===== config.mk =====
export PLATFORM = sky130hd
export DESIGN_NAME = qbt_transceiver
export DESIGN_NICKNAME = d
export VERILOG_FILES = /design/src/verilog/qbt_pkg.sv /design/src/verilog/qbt_transceiver.sv
export VERILOG_INCLUDE_DIRS = /design/src /design/src/verilog
export SDC_FILE = /design/constraint.sdc
export NUM_CORES = 1
export LEC_CHECK = 0
export BUFFER_PORTS_ARGS = -buffer_cell sky130_fd_sc_hd__buf_2
export CORE_MARGIN = 2
export CORE_UTILIZATION = 30
export CTS_BUF_LIST = sky130_fd_sc_hd__clkbuf_4
export DETAILED_ROUTE_END_ITERATION = 7
export GPL_TIMING_DRIVEN = 0
export SYNTH_ARGS = -nofsm -noshare
export SYNTH_HDL_FRONTEND = slang
export SYNTH_SLANG_ARGS = --single-unit

===== constraint.sdc =====
create_clock -name i_clk -period 3.78 [get_ports i_clk]
set_clock_uncertainty 0.15 [all_clocks]
set_input_delay 0.189 -clock i_clk [delete_from_list [all_inputs] [get_ports i_clk]]
set_output_delay 0.189 -clock i_clk [all_outputs]
set_load 0.01 [all_outputs]

===== src/verilog/qbt_params.svh =====
// Purpose: constants of the quad bus transceiver with parity
// Assumes: included by the package and the design file
// Notes:   definitions only
`ifndef QBT_PARAMS_SVH
`define QBT_PARAMS_SVH

`define QBT_WORD_W       4
`define QBT_FIFO_DEPTH   8
`define QBT_WORD_RST     4'h0
`define QBT_BIT_RST      1'b0
`define QBT_EDGE_HIST_RST 1'b1
`define QBT_SEL_FIRST    1'b0
`define QBT_SEL_SECOND   1'b1
`define QBT_BUS_PULL_LVL 1'b0
`define QBT_CLK_PERIOD_NS 100

`endif


===== src/verilog/qbt_pkg.sv =====
// Purpose: shared types of the quad bus transceiver with parity
// Assumes: qbt_params.svh supplies the widths
// Notes:   one word type for all four-bit paths
`include "qbt_params.svh"

package qbt_pkg;
   typedef logic [`QBT_WORD_W-1:0] qbt_word_t;
endpackage


===== src/verilog/qbt_transceiver.sv =====
// Purpose: four-bit registered bus transceiver, open-collector bus,
//          receive latches, odd parity generate/check, receive FIFO
// Assumes: all inputs synchronous to i_clk (10 MHz); the bus lines
//          are resolved outside with a pull-up
// Notes:   driver clock and latch enable are sampled pins, edges are
//          found against i_clk; registered outputs lag their cause by one cycle, o_bus_oe follows drive enable at once
`include "qbt_params.svh"

module qbt_fifo #(
   parameter int WIDTH = `QBT_WORD_W,
   parameter int DEPTH = `QBT_FIFO_DEPTH
) (
   // clock and reset
   input  wire logic             i_clk,
   input  wire logic             i_sys_rst,
   // filling side
   input  wire logic             i_in_valid,
   input  wire logic [WIDTH-1:0] i_in_data,
   output logic                  o_in_ready,
   // draining side
   output logic                  o_out_valid,
   output logic [WIDTH-1:0]      o_out_data,
   input  wire logic             i_out_ready,
   output logic                  o_full,
   output logic                  o_empty
);
   localparam int AW = (DEPTH > 1) ? $clog2(DEPTH) : 1;
   localparam int CW = $clog2(DEPTH + 1);

   logic [WIDTH-1:0] mem [DEPTH];
   logic [AW-1:0]    wr_ptr;
   logic [AW-1:0]    rd_ptr;
   logic [CW-1:0]    count;
   logic             push;
   logic             pop;

   assign o_full      = (count == CW'(DEPTH));
   assign o_empty     = (count == '0);
   assign o_in_ready  = !o_full;
   assign o_out_valid = !o_empty;
   assign o_out_data  = mem[rd_ptr];
   assign push        = i_in_valid && o_in_ready;
   assign pop         = o_out_valid && i_out_ready;

   always_ff @(posedge i_clk) begin
      if (push) begin
         mem[wr_ptr] <= i_in_data;
      end
   end

   always_ff @(posedge i_clk or posedge i_sys_rst) begin
      if (i_sys_rst) begin
         wr_ptr <= '0;
         rd_ptr <= '0;
      end else begin
         if (push) begin
            wr_ptr <= (wr_ptr == AW'(DEPTH - 1)) ? '0 : wr_ptr + 1'b1;
         end
         if (pop) begin
            rd_ptr <= (rd_ptr == AW'(DEPTH - 1)) ? '0 : rd_ptr + 1'b1;
         end
      end
   end

   always_ff @(posedge i_clk or posedge i_sys_rst) begin
      if (i_sys_rst) begin
         count <= '0;
      end else if (push && !pop) begin
         count <= count + 1'b1;
      end else if (pop && !push) begin
         count <= count - 1'b1;
      end
   end
endmodule

// Behaviour
// - load selected word on driver clock rise
// - register holds while driver clock steady
// - select low loads first, high second
// - drive enable high releases all bus lines
// - enabled line carries inverse of register bit
// - open-collector drivers, shared wired bus
// - receiver presents inverse of bus line
// - latch enable low: latches follow bus
// - latch enable high: latches hold data
// - drive enabled: parity over selected input word
// - drive disabled: parity over latch outputs
// - parity is exclusive-OR of four bits
module qbt_transceiver
   import qbt_pkg::*;
#(
   parameter int FIFO_DEPTH = `QBT_FIFO_DEPTH
) (
   // clock and reset
   input  wire logic          i_clk,
   input  wire logic          i_sys_rst,
   // driver side inputs
   input  wire qbt_pkg::qbt_word_t i_first_word_in,
   input  wire qbt_pkg::qbt_word_t i_second_word_in,
   input  wire logic          i_word_select,
   input  wire logic          i_driver_register_clock,
   input  wire logic          i_bus_drive_enable_n,
   // open-collector bus lines
   input  wire qbt_pkg::qbt_word_t i_bus_line,
   output qbt_pkg::qbt_word_t o_bus_line,
   output qbt_pkg::qbt_word_t o_bus_oe,
   // receiver side
   input  wire logic          i_receiver_latch_enable_n,
   output qbt_pkg::qbt_word_t o_receiver_out,
   output logic               o_odd_parity,
   // received word stream
   output logic               o_rx_valid,
   output qbt_pkg::qbt_word_t o_rx_data,
   input  wire logic          i_rx_ready,
   output logic               o_rx_fifo_ready
);
   import qbt_pkg::*;

   qbt_word_t driver_q;
   qbt_word_t latch_state;
   qbt_word_t selected_word;
   logic      driver_register_clock_prev;
   logic      rle_prev;
   logic      driver_register_clock_rise;
   logic      latch_close;
   logic      next_parity;

   assign driver_register_clock_rise   = i_driver_register_clock && !driver_register_clock_prev;
   assign latch_close = i_receiver_latch_enable_n && !rle_prev;

   // one mux select for all four bits
   assign selected_word = (i_word_select == `QBT_SEL_SECOND)
                          ? i_second_word_in : i_first_word_in;

   always_ff @(posedge i_clk or posedge i_sys_rst) begin
      if (i_sys_rst) begin
         // history starts high: a pin already high after reset is no edge
         driver_register_clock_prev <= `QBT_EDGE_HIST_RST;
         rle_prev  <= `QBT_EDGE_HIST_RST;
      end else begin
         driver_register_clock_prev <= i_driver_register_clock;
         rle_prev  <= i_receiver_latch_enable_n;
      end
   end

   // a steady driver clock, high or low, leaves the register alone
   always_ff @(posedge i_clk or posedge i_sys_rst) begin
      if (i_sys_rst) begin
         driver_q <= `QBT_WORD_RST;
      end else if (driver_register_clock_rise) begin
         driver_q <= selected_word;
      end
   end

   // never drive high: a one in the register sinks the line, a zero
   // lets the external pull-up raise it, so wired sharing stays safe
   assign o_bus_line = {`QBT_WORD_W{`QBT_BUS_PULL_LVL}};
   assign o_bus_oe   = i_bus_drive_enable_n ? `QBT_WORD_RST
                       : driver_q;

   // the latch is a flop loaded every cycle while open, so the output
   // trails the bus by one clock; glitch-free trade for transparency
   always_ff @(posedge i_clk or posedge i_sys_rst) begin
      if (i_sys_rst) begin
         latch_state <= `QBT_WORD_RST;
      end else if (!i_receiver_latch_enable_n) begin
         latch_state <= ~i_bus_line;
      end
   end

   assign o_receiver_out = latch_state;

   always_comb begin
      if (!i_bus_drive_enable_n) begin
         next_parity = ^selected_word;
      end else begin
         next_parity = ^latch_state;
      end
   end

   always_ff @(posedge i_clk or posedge i_sys_rst) begin
      if (i_sys_rst) begin
         o_odd_parity <= `QBT_BIT_RST;
      end else begin
         o_odd_parity <= next_parity;
      end
   end

   // each closed latch word is queued; a full queue drops the word,
   // which o_rx_fifo_ready low warns of ahead of the close
   qbt_fifo #(
      .WIDTH (`QBT_WORD_W),
      .DEPTH (FIFO_DEPTH)
   ) u_rx_fifo (
      .i_clk       (i_clk),
      .i_sys_rst   (i_sys_rst),
      .i_in_valid  (latch_close),
      .i_in_data   (latch_state),
      .o_in_ready  (o_rx_fifo_ready),
      .o_out_valid (o_rx_valid),
      .o_out_data  (o_rx_data),
      .i_out_ready (i_rx_ready),
      .o_full      (),
      .o_empty     ()
   );
endmodule

* After elaboration in Yosys (flattened, before gate mapping) *
Memories as Yosys holds them, arrays and structs flattened.
Cells that the tools add are included.

cells by class
  add/sub/neg operators = 4
  equality and inequality tests = 3
  mux-type cells = 9
  bitwise operators = 1
  reductions and logical operators = 16

operators with widths
  operator               count
  $mux W4                4
  $reduce_xor A4 Y1      2
  $add A3 B1 Y3 const B  2
  $eq A3 B3 Y1 const B   2
  $logic_and A1 B1 Y1    6
  $logic_not A1 Y1       6
  $mux W3                2
  $add A4 B1 Y4 const B  1
  $eq A4 B4 Y1 const B   1
  $logic_not A4 Y1       1
  $not A4 Y4             1
  $sub A4 B1 Y4 const B  1
  $mux W1                3
  $reduce_bool A2 Y1     1

storage, ports and cells
  bits in registers = 21
  memory bits (writable) = 32
  word-level logic and storage cells = 42
  memories kept = 1

memories
  memory         words  width  rd ports  clocked after Yosys merged registers in  wr ports  line                   text
  u_rx_fifo.mem  8      4      1         0                                        1         qbt_transceiver.sv:30  logic [WIDTH-1:0] mem [DEPTH];

* Longest topological paths before layout *
  depth in word-level cells = 7
  mapped depth = 10
  mapped depth without buffers = 10

* Modules after synthesis *
A second synthesis with hierarchy kept.

second synthesis, totals
  cell total of the unflattened synthesis = 172
  area total of the unflattened synthesis = 2491.1 µm²

by module, submodules not included
  module           instances  cells an instance  area an instance (µm²)  seq. area each (µm²)
  qbt_fifo         1          115                1911.8                  1211.2
  qbt_transceiver  1          57                 579.3                   277.8

* Worst setup path before layout *
OpenSTA, ideal clock, no wires.

  path kind = register to register
  start = reg u_rx_fifo.count[1]
  end = reg u_rx_fifo.count[3]
  arrival = 2.645 ns
  required time = 3.504 ns
  setup slack = 0.859 ns
  cell stages (with the launch flop) = 11
  buffers on the path = 0
  period minus slack after synthesis = 2.921 ns
  cells stage by stage = dfrtp_1 > or4b_4 > nand3b_4 > inv_2 > ha_1 > inv_1 > ha_1 > a21o_1 > a2111oi_2 > a31oi_1 > a221o_1

between the ends
  cells in the longest elaborated chain, start to end = 6
  elaborated cells on any way between the ends = 15

RTL lines
  what                                 line                    text
  start, declared                      qbt_transceiver.sv:33   logic [CW-1:0] count;
  start signal, assigned               qbt_transceiver.sv:69   count <= count + 1'b1;
  start signal, assigned               qbt_transceiver.sv:71   count <= count - 1'b1;
  $eq A4 B4 Y1 *                       qbt_transceiver.sv:37   assign o_full = (count == CW'(DEPTH));
  $logic_not A1 Y1 *                   qbt_transceiver.sv:39   assign o_in_ready = !o_full;
  net o_rx_fifo_ready                  qbt_transceiver.sv:115  output logic o_rx_fifo_ready
  $logic_and A1 B1 Y1 *                qbt_transceiver.sv:42   assign push = i_in_valid && o_in_ready;
  net u_rx_fifo.push                   qbt_transceiver.sv:34   logic push;
  $logic_not A1 Y1                     qbt_transceiver.sv:70   end else if (pop && !push) begin
  $logic_and A1 B1 Y1                  qbt_transceiver.sv:70
  $reduce_bool A2 Y1 (no source line)  -

Mark *: on every way through the listed nets, which the timed path passes. The rest lies on a longest branch. The select of a mux whose other input is x is not followed.
A chain may end at the register's enable or synchronous reset.

* Final worst setup path *
  start = reg u_rx_fifo.count[1]
  end = reg u_rx_fifo.count[3]

between the ends
  cells in the longest elaborated chain, start to end = 6
  elaborated cells on any way between the ends = 15

RTL lines
  what                                 line
  $eq A4 B4 Y1 *                       qbt_transceiver.sv:37
  $logic_not A1 Y1 *                   qbt_transceiver.sv:39
  $logic_and A1 B1 Y1 *                qbt_transceiver.sv:42
  net u_rx_fifo.push                   qbt_transceiver.sv:34
  $logic_not A1 Y1                     qbt_transceiver.sv:70
  $logic_and A1 B1 Y1                  qbt_transceiver.sv:70
  $reduce_bool A2 Y1 (no source line)  -

Marked as above.

==> results.txt <==
- Of the post-synthesis cell area, the dominant cell type holds 0.3973.
- Leakage dissipation: 0.001176 uW
* Maximum clock path buffer count: 2
- Relative max-transition margin: 0.4082
- Counting distinct cell types in the post-synthesis netlist gives 33.
- At the pin with the least slew margin, the transition time is 0.8795 ns.
* Final critical path time including I/O delays and setup: 3.111 ns
- For this run, the detailed router's first-pass iteration total came to 4.
* Cells taking the most area after synthesis: sky130_fd_sc_hd__edfxtp_1 40%, sky130_fd_sc_hd__dfrtp_1 20%, sky130_fd_sc_hd__mux4_2 7.4%, sky130_fd_sc_hd__ha_1 3.6%, sky130_fd_sc_hd__mux2_2 3.3%
* Vias in the first global route: 1451
- For this block, the routed nets add up to 4165 um of wire.
* Number of setup violations in the final report: 0
- Number of synthesized flops with an enable pin: 32
- Number of antenna violations at the first check in global routing: 0
* Critical setup path kind: flop to flop
- Flip-flop and latch area: between 0.001 and 0.0015 mm^2
- Total number of vias: 1440
- The first global-routing pass estimated approximately 6900 um of wire.
- Among all cell types in the netlist, the one instantiated most often is sky130_fd_sc_hd__edfxtp_1.
* Maximum vdd drop: 0.2117 mV
- Counting the buffers created by CTS gives 5.
- After detailed routing, the average wire length per cell comes to 12.78 um.
- Status: finished, final reports clean
- Fin Setup TNS: 0 ns
- Most frequent cell on the critical path: sky130_fd_sc_hd__ha_1
* Total overflow reported by the global router: 0
* Area of the placeable core: 0.007767 mm^2
- CTS tree: built
* Warning count from the yosys run: 0
* Delay contributed by the slowest stage of the critical path: 0.58 ns
* Critical Path Source Type: flop
- Counting instances in the post-synthesis netlist gives the leading cell types as 32 x sky130_fd_sc_hd__edfxtp_1, 19 x sky130_fd_sc_hd__dfrtp_1, 16 x sky130_fd_sc_hd__nand2_1.
* Layout fillers: 771
- In this run the worst path has a maximum fanout of 9.
- Max Clock Freq: 321.5 MHz
- DIE WIDTH: about 94 um
- Dominant cell type by area after synthesis: sky130_fd_sc_hd__edfxtp_1
- Fin crit share: 0.8229
- Maximum number of pins on one net before global-route repair: 22
* Most instantiated flip-flop cell in the synthesis netlist: sky130_fd_sc_hd__edfxtp_1
* Fraction of final layout cells with drive strength greater than 1: 0.3036
- Power density normalized to cell area: 565.2 mW/mm^2
* Final routed DRC violation total: 0
- Cells after Synth: 165
- Dividing the detail-routed via count by the number of cells gives 4.417.
* Sink count of the clock tree: 53
- Pin placement for this block handled 38 I/O pins.
- Critical-path cell list: or4b_4 -> nand3b_4 -> inv_2 -> ha_1 -> inv_1 -> ha_1 -> a21o_1 -> a2111oi_2 -> a31oi_1 -> a221o_1
- Number of levels the H-tree was split into: 2
* RD Place Congestion: 0.7092
- At the later pin of the worst-skew pair, clock insertion delay measures 0.35 ns.
* Clock transition at path regs: roughly 0.15 ns
- Of all flip-flops after synthesis, the portion carrying an async set or reset was 0.3962.
- Worst-path cell with the longest stage delay: sky130_fd_sc_hd__or4b_4
* Worst-case setup margin in the final layout: 0.6694 ns
- RSZ-0062 raised after global routing: false
- STA puts the critical path data arrival time at 3.22 ns.
- In this run the tool buffered the top-level ports with 32 buffer cells.
- Area of the die: between 0.008 and 0.009 mm^2
- The multi-input combinational cells in the finished layout cover a total of 872.1 um^2.
- Flip-flop and latch count after synthesis: 53
- Antenna diodes: 0
- Slew Limit Fails: 0
- The detail route stage leaves a number of antenna-violating nets equal to 0.
- After floorplanning, the core was divided into 32 placement rows.
* Required time worst endpoint: 3.89 ns
- For this configuration, the core starts out at a cell density of 0.3114.
- Net total in the final layout: between 200 and 300
- Hold Path Class: input pin to flop
* Average footprint of a synthesized cell: 14.66 um^2
- In this run the cell area of the synthesized design comes to 0.002419 mm^2.
- The die is 93.79 um tall.
* Post-Place Setup Slack: 0.6740 ns
- HPWL Detailed: 3058 um
- Post-synthesis to final-layout area growth: 21.42%
- The root buffer cell chosen for the clock tree is sky130_fd_sc_hd__clkbuf_4.
- Across every metal layer, demand over resource in global routing totals 0.1018.
* Max Cap Violations: 0
* Number of hold violations in the final report: 0
- After the first detailed-routing iteration, the DRC count stood at 68.
- The number of setup buffers added after CTS is 0.
- The worst setup path is captured at a flop.
- Seq/Total Area, Yosys: 0.6156
==> routing by layer <==
layer  routed length [um]  up-vias  GRT usage
li1                     -      713          -
met1                 1901      700     0.1251
met2                 2118       27     0.1762
met3                  145        0    0.02408
met4                    0        0    0.03261
met5                    0        -          0
==> final cells by class <==
cell class,instances,area share
repair buffers,48,0.1091
flip-flops and latches,53,0.5070
clock inverters,3,0.007243
clock buffers,5,0.01278
plain buffers,9,0.01704
inverters,5,0.006391
well taps,102,0.04346
multi-input cells,101,0.2970
==> state kept, by name, indices dropped and copies added, names as in the netlist <==
| signal | flops |
|---|---|
| driver_q | 4 |
| rle_prev | 1 |
| u_rx_fifo.mem | 32 |
| u_rx_fifo.wr_ptr | 3 |
| u_rx_fifo.count | 4 |
| driver_register_clock_prev | 1 |
| o_receiver_out | 4 |
| o_odd_parity | 1 |
| u_rx_fifo.rd_ptr | 3 |
==> cell usage in the layout, fill, tap and decap left out, types with 2 or more instances in the layout <==
| cell type | count |
|---|---|
| sky130_fd_sc_hd__dlygate4sd3_1 | 16 |
| sky130_fd_sc_hd__xnor2_1 | 8 |
| sky130_fd_sc_hd__nor2_1 | 4 |
| sky130_fd_sc_hd__mux2_2 | 7 |
| sky130_fd_sc_hd__nand2b_1 | 3 |
| sky130_fd_sc_hd__mux4_2 | 8 |
| sky130_fd_sc_hd__clkbuf_4 | 5 |
| sky130_fd_sc_hd__nand2_1 | 16 |
| sky130_fd_sc_hd__clkbuf_1 | 4 |
| sky130_fd_sc_hd__dfrtp_1 | 19 |
| sky130_fd_sc_hd__xor2_1 | 3 |
| sky130_fd_sc_hd__inv_1 | 4 |
| sky130_fd_sc_hd__edfxtp_1 | 32 |
| sky130_fd_sc_hd__nor2b_1 | 4 |
| sky130_fd_sc_hd__o21ai_0 | 8 |
| sky130_fd_sc_hd__buf_4 | 4 |
| sky130_fd_sc_hd__a21o_1 | 3 |
| sky130_fd_sc_hd__dfstp_2 | 2 |
| sky130_fd_sc_hd__nor4_1 | 2 |
| sky130_fd_sc_hd__nor3_1 | 7 |
| sky130_fd_sc_hd__conb_1 | 4 |
| sky130_fd_sc_hd__ha_1 | 7 |
| sky130_fd_sc_hd__mux2i_1 | 7 |
| sky130_fd_sc_hd__buf_2 | 33 |
==> cell families after synthesis <==
kind of cell / Yosys count / share of synthesized area
buffers and inverters: 14 / 0.02845
muxes: 22 / 0.1361
adders and majority gates: 8 / 0.04449
and+or+nand+nor: 40 / 0.09001
other: 1 / 0.001551
xor gates and xnor gates: 11 / 0.03984
AOI/OAI and AO/OA: 16 / 0.04397
DFF: 53 / 0.6156
==> final timing paths <==
kind | startpoint | endpoint | slack [ns] | cells after the start
max | u_rx_fifo.count[1] | u_rx_fifo.count[3] | 0.67 | 10
min | i_rx_ready | u_rx_fifo.rd_ptr[0] | 0.05 | 3
max reg2reg | u_rx_fifo.count[1] | u_rx_fifo.count[3] | 0.67 | 10
min reg2reg | driver_q[0] | driver_q[0] | 0.35 | 2
max in group asynchronous | i_sys_rst | o_receiver_out[0] | 2.59 | 3
min in group asynchronous | i_sys_rst | u_rx_fifo.count[0] | 0.38 | 3
==> worst max-delay path, delay by kind of cell, from the launching register on <==
family | cells | cell delay, ns
AO/OA/AOI/OAI | 4 | 0.97
AND/OR/NAND/NOR | 2 | 0.73
adder cells (fa/ha/maj) | 2 | 0.48
flip-flops | 1 | 0.46
buffers and inverters | 2 | 0.23
==> power by group <==
group	internal (uW)	leakage, uW	switching [uW]
clock network	74.2	0.0000316	179
registers	715	0.000541	97.1
logic	322	0.000604	272
==> metrics by stage <==
stage,hold WS [ns],cell area [um^2],std cells,total power (uW),util
5_1_grt,0.04024,2937,326,1794,0.3781
3_5_place_dp,0.1595,2718,302,1418,0.3499
4_1_cts,0.03345,2937,326,1693,0.3781
2_1_floorplan,0.01405,2430,168,1255,-
6_report,0.04808,2937,326,1660,0.3781
3_3_place_gp,0.1561,2718,302,1403,0.3499
==> timing repair <==
item                      4_1_cts  5_1_grt
hold buffers                   16        0
hold endpoints to repair       30        0
resized for setup               0        0
(Power assumes the default switching activity.)
